File: config.mk
export PLATFORM = sky130hd
export DESIGN_NAME = ddcv_top
export DESIGN_NICKNAME = d
export VERILOG_FILES = /design/src/rtl/ddcv_pkg.sv /design/src/rtl/ddcv_top.sv
export SDC_FILE = /design/constraint.sdc
export NUM_CORES = 2
export LEC_CHECK = 0
export BUFFER_PORTS_ARGS = -buffer_cell sky130_fd_sc_hd__buf_2
export CAP_MARGIN = 20
export CORE_MARGIN = 2
export CORE_UTILIZATION = 64
export DETAILED_ROUTE_END_ITERATION = 8
export PLACE_DENSITY = 0.8
export SYNTH_ARGS = -nofsm -noshare
export SYNTH_HDL_FRONTEND = slang
export SYNTH_SLANG_ARGS = --single-unit
File: constraint.sdc
create_clock -name clk_i -period 15.3 [get_ports clk_i]
set_clock_uncertainty 0.2 [all_clocks]
set_input_delay 0.765 -clock clk_i [delete_from_list [all_inputs] [get_ports clk_i]]
set_output_delay 0.765 -clock clk_i [all_outputs]
set_load 0.05 [all_outputs]
File: src/rtl/ddcv_pkg.sv
package ddcv_pkg;
	// --------------------------------------------------------------------
	// widths
	// --------------------------------------------------------------------
	localparam int unsigned SMP_W  = 14;   // converter sample width
	localparam int unsigned DAT_W  = 20;   // internal arithmetic width
	localparam int unsigned ACC_W  = 26;   // accumulator, 20 bits + log2(32) + 1 spare
	localparam int unsigned FIFO_D = 16;   // output buffer depth
	localparam int unsigned ADDR_W = 8;    // register address width
	localparam int unsigned LVL_W  = 5;    // buffer level width
	// --------------------------------------------------------------------
	// register map (byte addresses)
	// --------------------------------------------------------------------
	localparam logic [7:0] ADDR_CTRL    = 8'h00;  // control word
	localparam logic [7:0] ADDR_NCO     = 8'h04;  // pending tuning word
	localparam logic [7:0] ADDR_NCO_ACT = 8'h08;  // active tuning word, read only
	localparam logic [7:0] ADDR_STAT    = 8'h0C;  // status, read only
	// --------------------------------------------------------------------
	// control field positions
	// --------------------------------------------------------------------
	localparam int unsigned C_EN      = 0;   // converter path enable
	localparam int unsigned C_REAL    = 1;   // real decimation
	localparam int unsigned C_FS4     = 2;   // alternating output sign flip, complex mode only
	localparam int unsigned C_GAIN    = 3;   // digital gain enable
	localparam int unsigned C_SWAP    = 4;   // channel swap
	localparam int unsigned C_INV     = 5;   // mixer phase invert
	localparam int unsigned C_NEGX    = 6;   // negative exponential
	localparam int unsigned C_SYNCEN  = 7;   // align pin acts as sync
	localparam int unsigned C_RESTART = 8;   // mixer restart, self clearing
	localparam int unsigned C_DEC     = 12;  // decimation code, 3 bits
	localparam int unsigned C_RES     = 16;  // output resolution, 5 bits
	// --------------------------------------------------------------------
	// reset values and answers
	// --------------------------------------------------------------------
	localparam logic [31:0] CTRL_RST = 32'h0014_0000;  // off, by 2, 20 bits
	localparam logic [31:0] NCO_RST  = 32'h0000_0000;
	localparam logic [1:0]  RESP_OK  = 2'h0;
	localparam logic [1:0]  RESP_DEC = 2'h3;
	localparam logic [4:0]  RES_MIN  = 5'h0E;  // 14 bits
	localparam logic [4:0]  RES_MAX  = 5'h14;  // 20 bits
	localparam logic [2:0]  DEC_MAX  = 3'h4;   // code of decimate by 32
endpackage

File: src/rtl/ddcv_top.sv
// Implementation choices: the register addresses and the AXI4-Lite interface to the registers.
`timescale 1ns/100ps
module ddcv_fifo #(
	parameter int unsigned W     = 40,
	parameter int unsigned DEPTH = 16
) (
	input  wire logic                       clk_i,
	input  wire logic                       rst_n_i,
	input  wire logic                       in_valid_i,
	output logic                            in_ready_o,
	input  wire logic [W-1:0]               in_data_i,
	output logic                            out_valid_o,
	input  wire logic                       out_ready_i,
	output logic [W-1:0]                    out_data_o,
	output logic [$clog2(DEPTH+1)-1:0]      level_o
);
	localparam int unsigned PW = $clog2(DEPTH);
	localparam int unsigned CW = $clog2(DEPTH+1);
	// --------------------------------------------------------------------
	// state: storage plus a registered head word
	// --------------------------------------------------------------------
	typedef struct packed {
		logic [DEPTH-1:0][W-1:0] mem;  // storage
		logic [PW-1:0]           wp;   // write pointer
		logic [PW-1:0]           rp;   // read pointer
		logic [CW-1:0]           cnt;  // words in storage
		logic                    ov;   // head word valid
		logic [W-1:0]            od;   // head word
	} ddcv_fifo_s;
	ddcv_fifo_s r_reg, r_next;
	logic push, pop;

	// next state: head register refills whenever it is free
	always_comb begin
		r_next = r_reg;
		push   = in_valid_i && (r_reg.cnt != CW'(DEPTH));
		pop    = (r_reg.cnt != '0) && (!r_reg.ov || out_ready_i);
		if (out_ready_i) begin
			r_next.ov = 1'b0;
		end
		if (pop) begin
			r_next.ov = 1'b1;
			r_next.od = r_reg.mem[r_reg.rp];
			r_next.rp = r_reg.rp + 1'b1;
		end
		if (push) begin
			r_next.mem[r_reg.wp] = in_data_i;
			r_next.wp            = r_reg.wp + 1'b1;
		end
		r_next.cnt = r_reg.cnt + CW'(push) - CW'(pop);
	end

	// state register
	always_ff @(posedge clk_i) begin
		if (!rst_n_i) begin
			r_reg <= '0;
		end else begin
			r_reg <= r_next;
		end
	end

	assign in_ready_o  = (r_reg.cnt != CW'(DEPTH));
	assign out_valid_o = r_reg.ov;
	assign out_data_o  = r_reg.od;
	assign level_o     = r_reg.cnt;
endmodule // ddcv_fifo

`timescale 1ns/100ps
module ddcv_top
	import ddcv_pkg::*;
(
	input  wire logic              clk_i,
	input  wire logic              rst_n_i,
	input  wire logic [ADDR_W-1:0] awaddr_i,
	input  wire logic              awvalid_i,
	output logic                   awready_o,
	input  wire logic [31:0]       wdata_i,
	input  wire logic [3:0]        wstrb_i,
	input  wire logic              wvalid_i,
	output logic                   wready_o,
	output logic [1:0]             bresp_o,
	output logic                   bvalid_o,
	input  wire logic              bready_i,
	input  wire logic [ADDR_W-1:0] araddr_i,
	input  wire logic              arvalid_i,
	output logic                   arready_o,
	output logic [31:0]            rdata_o,
	output logic [1:0]             rresp_o,
	output logic                   rvalid_o,
	input  wire logic              rready_i,
	input  wire logic [SMP_W-1:0]  sample_a_i,
	input  wire logic [SMP_W-1:0]  sample_b_i,
	input  wire logic              sample_valid_i,
	output logic                   sample_ready_o,
	input  wire logic              powerdown_align_pin_i,
	output logic                   out_valid_o,
	input  wire logic              out_ready_i,
	output logic [DAT_W-1:0]       out_i_o,
	output logic [DAT_W-1:0]       out_q_o
);
	// --------------------------------------------------------------------
	// state
	// --------------------------------------------------------------------
	typedef struct packed {
		logic              awrdy, wrdy, ardy;  // bus ready flags
		logic              aw_got, w_got;      // write halves held
		logic [ADDR_W-1:0] awaddr;
		logic [31:0]       wdata;
		logic [3:0]        wstrb;
		logic              bvalid;
		logic [1:0]        bresp;
		logic              rvalid;
		logic [1:0]        rresp;
		logic [31:0]       rdata;
		logic [31:0]       ctrl;               // control word
		logic [31:0]       nco_pend;           // written tuning word
		logic [31:0]       nco_act;            // word in use
		logic [31:0]       phase;              // phase accumulator
		logic              restart;            // restart pulse
		logic              align_prev;         // pin level last cycle
		logic [4:0]        dcnt;               // samples in window
		logic [ACC_W-1:0]  acc_i, acc_q;       // window sums
		logic              fs4_k;              // output sign alternation
		logic              rdy;                // sample ready
		logic              push_v;             // buffer write
		logic [2*DAT_W-1:0] push_d;            // {q, i}
	} ddcv_s;
	ddcv_s r_reg, r_next;

	logic [LVL_W-1:0] lvl;          // buffer level
	logic             fifo_rdy;     // buffer room
	logic             take;         // sample accepted
	logic             align_evt;    // sync pin rising edge
	logic             restart_evt;  // restart or sync

	// --------------------------------------------------------------------
	// helpers
	// --------------------------------------------------------------------
	// byte-lane merge for writes
	function automatic logic [31:0] merge(input logic [31:0] o, input logic [31:0] d,
		input logic [3:0] s);
		logic [31:0] m;
		m = o;
		for (int b = 0; b < 4; b++) begin
			if (s[b]) begin
				m[8*b +: 8] = d[8*b +: 8];
			end
		end
		return m;
	endfunction

	// 16-step sine, amplitude 127; cosine is the same table shifted
	function automatic logic signed [7:0] sine(input logic [3:0] p);
		logic signed [7:0] v;
		unique case (p[1:0])
			2'h0: v = 8'sh00;
			2'h1: v = 8'sh31;
			2'h2: v = 8'sh5A;
			2'h3: v = 8'sh75;
		endcase
		if (p[2]) begin
			v = p[1:0] == 2'h0 ? 8'sh7F : (p[1:0] == 2'h1 ? 8'sh75 : (p[1:0] == 2'h2 ?
				8'sh5A : 8'sh31));
		end
		return p[3] ? -v : v;
	endfunction

	// sample times table value, back to 20 bits
	function automatic logic signed [DAT_W-1:0] mul(input logic signed [DAT_W-1:0] x,
		input logic signed [7:0] c);
		logic signed [DAT_W+7:0] p;
		p = x * c;
		return DAT_W'(p >>> 7);
	endfunction

	// clamp to 20-bit signed range
	function automatic logic signed [DAT_W-1:0] sat(input logic signed [DAT_W+1:0] x);
		if (x > 22'sh07FFFF) begin
			return 20'sh7FFFF;
		end else if (x < -22'sh080000) begin
			return -20'sh80000;
		end
		return DAT_W'(x);
	endfunction

	// decimation code clamped to the legal range
	function automatic logic [2:0] dsel(input logic [31:0] c);
		return c[C_DEC +: 3] > DEC_MAX ? DEC_MAX : c[C_DEC +: 3];
	endfunction

	// mask keeping the top res bits of a 20-bit word
	function automatic logic [DAT_W-1:0] rmask(input logic [31:0] c);
		logic [4:0] res;
		res = c[C_RES +: 5];
		res = res < RES_MIN ? RES_MIN : (res > RES_MAX ? RES_MAX : res);
		return ~((20'h00001 << (RES_MAX - res)) - 20'h00001);
	endfunction

	// --------------------------------------------------------------------
	// next state
	// --------------------------------------------------------------------
	always_comb begin
		logic [31:0]              wm;
		logic signed [DAT_W-1:0]  s20, mi, mq, oi, oq, si;
		logic signed [7:0]        sn;
		logic [4:0]               last;
		logic [ACC_W-1:0]         ai, aq;
		r_next         = r_reg;
		r_next.restart = 1'b0;
		r_next.push_v  = 1'b0;
		wm  = merge(r_reg.ctrl, r_reg.wdata, r_reg.wstrb);
		s20 = '0;
		mi  = '0;
		mq  = '0;
		oi  = '0;
		oq  = '0;
		si  = '0;
		sn  = '0;
		ai  = '0;
		aq  = '0;
		last = 5'((6'h02 << dsel(r_reg.ctrl)) - 6'h01);
		// write address and data, taken in either order
		if (awvalid_i && r_reg.awrdy) begin
			r_next.aw_got = 1'b1;
			r_next.awaddr = awaddr_i;
		end
		if (wvalid_i && r_reg.wrdy) begin
			r_next.w_got = 1'b1;
			r_next.wdata = wdata_i;
			r_next.wstrb = wstrb_i;
		end
		if (bvalid_o && bready_i) begin
			r_next.bvalid = 1'b0;
		end
		// stream path; a window is dropped on restart or reconfiguration
		r_next.align_prev = powerdown_align_pin_i;
		if (restart_evt) begin
			r_next.nco_act = r_reg.nco_pend;
			r_next.phase   = '0;
			r_next.dcnt    = '0;
			r_next.fs4_k   = 1'b0;
		end else if (take) begin
			r_next.phase = r_reg.phase + r_reg.nco_act;
			s20 = {(r_reg.ctrl[C_SWAP] ? sample_b_i : sample_a_i), 6'h00};
			if (!r_reg.ctrl[C_EN]) begin
				r_next.push_v = 1'b1;
				r_next.push_d = {20'h00000, s20 & rmask(r_reg.ctrl)};
			end else begin
				if (r_reg.ctrl[C_REAL]) begin
					mi = s20;
				end else begin
					sn = sine(r_reg.phase[31:28]);
					mi = mul(s20, sine(r_reg.phase[31:28] + 4'h4));
					// negative exponential or inverted phase flips sign; both together cancel
					mq = mul(s20, (r_reg.ctrl[C_NEGX] ^ r_reg.ctrl[C_INV]) ? -sn : sn);
				end
				ai = r_reg.dcnt == '0 ? ACC_W'(mi) : r_reg.acc_i + ACC_W'(mi);
				aq = r_reg.dcnt == '0 ? ACC_W'(mq) : r_reg.acc_q + ACC_W'(mq);
				r_next.acc_i = ai;
				r_next.acc_q = aq;
				r_next.dcnt  = r_reg.dcnt + 5'h01;
				if (r_reg.dcnt == last) begin
					r_next.dcnt = '0;
					oi = DAT_W'($signed(ai) >>> (dsel(r_reg.ctrl) + 3'h1));
					oq = DAT_W'($signed(aq) >>> (dsel(r_reg.ctrl) + 3'h1));
					if (r_reg.ctrl[C_GAIN] && r_reg.ctrl[C_REAL]) begin
						// about 1.41 from shifts, no multiplier
						oi = sat(22'(oi) + 22'(oi >>> 2) + 22'(oi >>> 3) + 22'(oi >>> 5));
					end else if (r_reg.ctrl[C_GAIN]) begin
						oi = sat(22'(oi) <<< 1);
						oq = sat(22'(oq) <<< 1);
					end
					if (r_reg.ctrl[C_FS4] && !r_reg.ctrl[C_REAL]) begin
						// one word per output; q is negated on even outputs and i on odd outputs
						si = r_reg.fs4_k ? -oi : oi;
						oq = r_reg.fs4_k ? oq : -oq;
						oi = si;
						r_next.fs4_k = !r_reg.fs4_k;
					end
					r_next.push_v = 1'b1;
					r_next.push_d = {oq & rmask(r_reg.ctrl), oi & rmask(r_reg.ctrl)};
				end
			end
		end
		// register write once both halves are in
		if (r_reg.aw_got && r_reg.w_got) begin
			r_next.aw_got = 1'b0;
			r_next.w_got  = 1'b0;
			r_next.bvalid = 1'b1;
			r_next.bresp  = RESP_OK;
			unique case (r_reg.awaddr)
				ADDR_CTRL: begin
					r_next.ctrl    = wm & ~(32'h1 << C_RESTART);
					r_next.restart = wm[C_RESTART];
					r_next.dcnt    = '0;
					r_next.fs4_k   = 1'b0;
				end
				ADDR_NCO: begin
					r_next.nco_pend = merge(r_reg.nco_pend, r_reg.wdata, r_reg.wstrb);
				end
				ADDR_NCO_ACT, ADDR_STAT: begin
					r_next.bresp = RESP_OK;  // read only, write ignored
				end
				default: begin
					r_next.bresp = RESP_DEC;
				end
			endcase
		end
		r_next.awrdy = !r_next.aw_got && !r_next.bvalid;
		r_next.wrdy  = !r_next.w_got && !r_next.bvalid;
		// read channel
		if (r_reg.rvalid && rready_i) begin
			r_next.rvalid = 1'b0;
		end
		if (arvalid_i && r_reg.ardy) begin
			r_next.rvalid = 1'b1;
			r_next.rresp  = RESP_OK;
			unique case (araddr_i)
				ADDR_CTRL:    r_next.rdata = r_reg.ctrl;
				ADDR_NCO:     r_next.rdata = r_reg.nco_pend;
				ADDR_NCO_ACT: r_next.rdata = r_reg.nco_act;
				ADDR_STAT:    r_next.rdata = {11'h000, r_reg.dcnt, 7'h00, r_reg.rdy,
					3'h0, lvl};
				default: begin
					r_next.rdata = '0;
					r_next.rresp = RESP_DEC;
				end
			endcase
		end
		r_next.ardy = !r_next.rvalid;
		// three words of room cover the push pipeline lag
		r_next.rdy = lvl < LVL_W'(FIFO_D - 3);
	end

	assign take        = sample_valid_i && r_reg.rdy;
	assign align_evt   = r_reg.ctrl[C_SYNCEN] && powerdown_align_pin_i && !r_reg.align_prev;
	assign restart_evt = r_reg.restart || align_evt;

	// state register
	always_ff @(posedge clk_i) begin
		if (!rst_n_i) begin
			r_reg          <= '0;
			r_reg.ctrl     <= CTRL_RST;
			r_reg.nco_pend <= NCO_RST;
			r_reg.nco_act  <= NCO_RST;
		end else begin
			r_reg <= r_next;
		end
	end

	// --------------------------------------------------------------------
	// output buffer
	// --------------------------------------------------------------------
	ddcv_fifo #(.W(2*DAT_W), .DEPTH(FIFO_D)) u_fifo (
		.clk_i       (clk_i),
		.rst_n_i     (rst_n_i),
		.in_valid_i  (r_reg.push_v),
		.in_ready_o  (fifo_rdy),
		.in_data_i   (r_reg.push_d),
		.out_valid_o (out_valid_o),
		.out_ready_i (out_ready_i),
		.out_data_o  ({out_q_o, out_i_o}),
		.level_o     (lvl)
	);

	assign awready_o      = r_reg.awrdy;
	assign wready_o       = r_reg.wrdy;
	assign bvalid_o       = r_reg.bvalid;
	assign bresp_o        = r_reg.bresp;
	assign arready_o      = r_reg.ardy;
	assign rvalid_o       = r_reg.rvalid;
	assign rresp_o        = r_reg.rresp;
	assign rdata_o        = r_reg.rdata;
	assign sample_ready_o = r_reg.rdy;

	// --------------------------------------------------------------------
	// checks
	// --------------------------------------------------------------------
	a_nco_load: assert property (@(posedge clk_i) disable iff (!rst_n_i)
		restart_evt |=> r_reg.nco_act == $past(r_reg.nco_pend))
		else $error("pending word not loaded on restart");
	a_nco_hold: assert property (@(posedge clk_i) disable iff (!rst_n_i)
		!restart_evt |=> $stable(r_reg.nco_act))
		else $error("active word changed without restart");
	a_phase_zero: assert property (@(posedge clk_i) disable iff (!rst_n_i)
		align_evt |=> r_reg.phase == '0)
		else $error("sync did not clear phase");
	a_phase_step: assert property (@(posedge clk_i) disable iff (!rst_n_i)
		take && !restart_evt |=> r_reg.phase == $past(r_reg.phase) + $past(r_reg.nco_act))
		else $error("phase step wrong");
	a_bypass_push: assert property (@(posedge clk_i) disable iff (!rst_n_i)
		take && !restart_evt && !r_reg.ctrl[C_EN] |=> r_reg.push_v)
		else $error("bypass sample not pushed");
	a_dec_window: assert property (@(posedge clk_i) disable iff (!rst_n_i)
		r_reg.push_v && $past(r_reg.ctrl[C_EN]) |-> $past(r_reg.dcnt) ==
		5'((6'h02 << dsel($past(r_reg.ctrl))) - 6'h01))
		else $error("output outside window end");
	a_trunc_lsb: assert property (@(posedge clk_i) disable iff (!rst_n_i)
		r_reg.push_v && $stable(r_reg.ctrl) |-> (r_reg.push_d[DAT_W-1:0] &
		~rmask(r_reg.ctrl)) == '0)
		else $error("low bits not truncated");
	a_real_q: assert property (@(posedge clk_i) disable iff (!rst_n_i)
		r_reg.push_v && $stable(r_reg.ctrl) && r_reg.ctrl[C_REAL] |->
		r_reg.push_d[2*DAT_W-1:DAT_W] == '0)
		else $error("real mode produced imaginary part");
	a_no_overflow: assert property (@(posedge clk_i) disable iff (!rst_n_i)
		r_reg.push_v |-> fifo_rdy)
		else $error("buffer push while full");
endmodule // ddcv_top

# Word level (Yosys, flattened, before mapping)
# Cells that the tools add are included.
# W data, S select, Z words.
[word_totals]
out_inout_bits = 83
elab_cells = 285
regBits = 1010
inputBits = 90
[op_classes]
mux = 121
n_lt_le_gt_ge = 13
n_addsub = 21
reduce_logical = 48
eq_ne = 15
bitwise = 8
multipliers = 2
shifts = 4
[op_table]
columns = ["cell", "count"]
rows = [
  ["$mux W20", 41],
  ["$bwmux W640", 1],
  ["$bmux W40 S4", 1],
  ["$demux W40 S4", 1],
  ["$pmux W32 S4", 1],
  ["$mux W41", 3],
  ["$mux W58", 2],
  ["$mux W8", 13],
  ["$mux W40", 2],
  ["$pmux W8 S4", 2],
  ["$and A20 B20 Y20", 3],
  ["$add A26 B26 Y26", 2],
  ["$mux W26", 2],
  ["$sshr A26 B3 Y20", 2],
  ["$gt A21 B20 Y1 const B", 2],
  ["$lt A21 B20 Y1 const B", 2],
  ["$mul A14 B8 Y21", 2],
  ["$mux W7", 6],
  ["$neg A20 Y20", 2],
  ["$mux W35", 1],
  ["$mux W1", 33],
  ["$add A32 B32 Y32", 1],
  ["$eq A8 B4 Y1 const B", 4],
  ["$mux W5", 6],
  ["47 further kinds", 97],
]

# Logic depth before layout (Yosys ltp)
[logic_depth]
word_depth = 47
ltp_mapped = 65
mapped_depth_nobuf = 61

# Modules after synthesis
# Synthesis repeated with hierarchy kept, for this count alone.
[unflattened]
cells_unflattened = 6856
area_unflattened_um2 = 59430.7
[by_module_without_submodules]
columns = ["mod", "area_per_inst_um2", "cells_each", "instances"]
rows = [
  ["ddcv_top", 31690.4, 4078, 1],
  ["ddcv_fifo", 27740.4, 2778, 1],
]

# Least setup slack after synthesis
# Ideal clock, no wire load.
[synth_timing]
path_type = "flip-flop to flip-flop"
startpoint = "register r_reg[132] (netlist name)"
endpoint = "register r_reg[12] (netlist name)"
t_required_ns = 14.977
n_path_buf = 7
arrival_time_ns = 13.312
stages_incl_launch_ff = 58
period_less_slack_ns = 13.635
setup_slack_ns = 1.665
setup_ns = 0.123
cell_sequence = "dfxtp_1 buf_2 nor2_1 nor2_1 clkbuf_1 ha_1 clkbuf_1 a21oi_1 o31ai_2 clkbuf_1 nor2_1 fa_1 fa_1 fa_1 inv_1 fa_1 inv_1 ha_1 (+22 left out) o21a_1 nand3_1 o31ai_1 a21oi_1 o21ai_1 a31o_2 mux2_2 a21oi_1 or2_1 buf_2 a31oi_1 ha_1 and3_1 buf_2 a41oi_1 xor2_1 a221oi_1 nor2_1"
[synth_via]
elab_chain_cells = 43
[synth_rtl]
columns = ["item", "line_no", "source"]
rows = [
  ["from (decl)", "ddcv_top.sv:128", "ddcv_s r_reg, r_next;"],
  ["from (signal assigned)", "ddcv_top.sv:347", "r_reg <= r_next;"],
  ["$add A4 B3 Y4 (*)", "ddcv_top.sv:253", "mi = mul(s20, sine(r_reg.phase[31:28] + 4'h4));"],
  ["$mux W8", "ddcv_top.sv:161", "if (p[2]) begin"],
  ["$mux W8", "ddcv_top.sv:249", "if (r_reg.ctrl[C_REAL]) begin"],
  ["$mux W8", "ddcv_top.sv:245", "if (!r_reg.ctrl[C_EN]) begin"],
  ["$mux W8", "ddcv_top.sv:242", "end else if (take) begin"],
  ["$mux W8", "ddcv_top.sv:237", "if (restart_evt) begin"],
  ["$neg A8 Y8", "ddcv_top.sv:165", "return p[3] ? -v : v;"],
  ["$mux W8 (*)", "ddcv_top.sv:165", ""],
  ["(+27 left out)", "-", ""],
  ["$mux W20 (*)", "ddcv_top.sv:273", "if (r_reg.ctrl[C_FS4] && !r_reg.ctrl[C_REAL]) begin"],
  ["$mux W20 (*)", "ddcv_top.sv:262", "if (r_reg.dcnt == last) begin"],
  ["$mux W20 (*)", "ddcv_top.sv:245", ""],
  ["$mux W20 (*)", "ddcv_top.sv:242", ""],
  ["$mux W20 (*)", "ddcv_top.sv:237", ""],
  ["$and A20 B20 Y20 (*)", "ddcv_top.sv:281", "r_next.push_d = {oq & rmask(r_reg.ctrl), oi & rmask(r_reg.ctrl)};"],
  ["$mux W41 (*)", "ddcv_top.sv:262", ""],
  ["$mux W41 (*)", "ddcv_top.sv:245", ""],
]
# Mark *: on every way between the ends. The rest lies on a longest branch, timed or not. The select of a mux whose other input is x is not followed.
# A chain may end at the register's enable or synchronous reset.

# Final worst setup path
# Ends and elaborated chain as after synthesis.

==> metrics.cfg <==
[status]
run_status=finished clean

[routing]
num_vias=54998
firstDrtPassIters=9
wire_per_inst_um=22.0
drtIter0Drc=6775
drc=0
wl_mm=188
vias_per_cell=6.41
ant_nets=0

[floorplan]
core-area_um2=93600
die_area_um2=97200
num_rows=112
ios=173
fp.dieW_um=312
start_util_pct=64.7
die_h_um=312

[clock_tree]
cts_inserted_buffers=101
cts_max_path_buffers=3
clk_latency_ns=0.71
cts_max_level=3
numClockSinks=1008
cts-root-buf=clkbuf_16
cts_tree=yes
path_clk_slew_ns=0.06
cts_hold_buf=0

[yosys]
synth-seq-cells=1008
syn-num-nets=7996
synth_flop_cell=dfxtp_1
async_flop_share_pct=0
synth_cell_types=102
synth_cells=7480
synth_edf_count=0
synth_area_per_cell_um2=8.10
seq_area_frac_synth_pct=33.3
ys_warn_count=0
syn_area_um2=60600

[cells_and_area]
drive_above_1_share_pct=11.3
design_area_um2=65100
final_nets=7759
largest_register_ffs=648
syn2layout_area_growth_pct=7.48
fin_util_pct=69.6

[timing]
finalMaxSlewViolations=0
maxSlewHeadroom_pct=26.0
fin_crit_sh_pct=95.4
tns_ns=0
min_period_ns=14.59
hold_viol=0
finalSetupViolCount=0
tightest_slew_ns=1.10
fmax_ghz=0.0685

[setup_path]
max_stage_delay_ns=0.53
endpoint_kind=flop
path_max_fanout=15
critPathKind=flop to flop
crit_required_ns=15.65
arrival_ns=14.94
crit_top_cell=inv_1
cp_slowest_cell=fa_1
setup.worst_path.start_class=flop

[job]
drv_cap=0

[placement]
place.gp.congestion=0.950
portBuffers=172
dpl.hpwl_mm=119
detailed_place.area_um2=61500

[hold_path]
min_path_type=input port to flop

[global_routing]
grt_pass1_vias=52890
antenna_found_initial=3
grt.total_usage_pct=37.7
grt-ovfl-total=0
grt_pass1_wl_mm=291
grt_max_degree=160

[through the flow]
stage | cells | hold WS [ns] | setup slack [ns]
final | 8581 | 0.0955 | 0.705
after global routing | 8580 | 0.0925 | -0.00870
after CTS | 8576 | 0.0632 | 0.372
after detailed placement | 8390 | 0.243 | 0.440
after global placement | 8390 | 0.238 | 0.664
after floorplan | 7480 | 0.222 | 1.67
[placed cells by master, fill, tap and decap left out, drive strengths merged, types with 196 or more instances in the layout]
cell type / synthesis / final
mux4: 213 / 213
buf: 135 / 292
nand2: 1900 / 1900
dfxtp: 1008 / 1008
nor2: 479 / 479
a21oi: 1025 / 1025
fa: 208 / 208
ha: 218 / 218
o21ai: 196 / 196
inv: 356 / 362
[area by class of cell]
cell class | instances | area (um^2)
multi-input cells | 5481 | 36800
fillers | 7401 | 28500
flip-flops and latches | 1008 | 20200
clock buffers | 141 | 2850
repair buffers | 292 | 1810
well taps | 1254 | 1570
inverters | 359 | 1360
clock inverters | 45 | 601
diodes | 1 | 2.50
[logic make-up after synthesis]
family	after synthesis	synth area share, %
xor+xnor	163	2.36
compound gates	1737	17.0
simple gates	2794	18.9
fa+ha+maj	426	11.4
buf+inv	991	6.67
mux	361	10.4
flops	1008	33.3
[repair_timing]
action,4_1_cts,5_1_grt
setup buffers,0,0
gates resized for setup,0,22
hold endpoints to repair,0,0
setup endpoints to repair,0,18
[metal layers]
layer,routed length (um),track usage (%),vias to the layer above
met2,85000,60.0,3270
met1,72600,49.6,26196
li1,-,-,24820
met5,11,0,-
met4,9560,17.4,2
met3,21200,7.61,710
[cells in the mapped netlist (all sizes together) (9+ instances only)]
library cell     n  area (um^2)
or3             22          138
nor2b           29          181
nand4           29          181
xnor2           99          867
ha             218         2730
dfxtp         1008        20200
or2             14         90.1
a311oi          12          111
a21o            65          488
inv            356         1340
o21bai          17          128
and2            31          194
nand2b          47          294
clkbuf         497         1870
a211oi          67          513
nand3          107          541
a31oi           40          265
nor3            76          448
o31ai           35          297
nor4            13         93.8
o21ai          196          981
and3            20          125
buf            135          828
a2111oi         10          108
mux4           213         4800
a221oi          17          161
o211ai          33          258
nor2           479         1800
mux2i          116         1160
o21a            41          308
xor2            64          561
o211a            9         97.6
o311ai           9         86.3
nand2         1900         7130
mux2            32          360
fa             208         4160
o22ai           15         93.8
a22oi           43          323
a211o           11         96.3
a21oi         1025         5130
[worst paths after layout]
kind	from	endpoint	slack, ns	cells after the start
setup / recovery	r_reg[132]$_SDFFE_PP0P_	r_reg[12]$_SDFFE_PN0P_	0.71	55
hold / removal	wstrb_i[1]	r_reg[269]$_SDFFE_PN0P_	0.1	3
hold reg to reg	u_fifo.out_data_o[30]$_SDFFE_PN0P_	u_fifo.out_data_o[30]$_SDFFE_PN0P_	0.25	2
setup reg to reg	r_reg[132]$_SDFFE_PP0P_	r_reg[12]$_SDFFE_PN0P_	0.71	55
[critical path, delay by kind of cell (launching register included)]
kind | cells | cell delay, ns
adders and majority gates | 11 | 4.87
DFF | 1 | 0.48
and+or+nand+nor | 11 | 2.01
buffers and inverters | 8 | 0.82
xor gates and xnor gates | 2 | 0.31
muxes | 3 | 1.03
AOI/OAI and AO/OA | 20 | 4.70
Power is left out: the tool's default activity adds up to more than one toggle a clock period on the data nets, which glitch-free logic cannot reach.
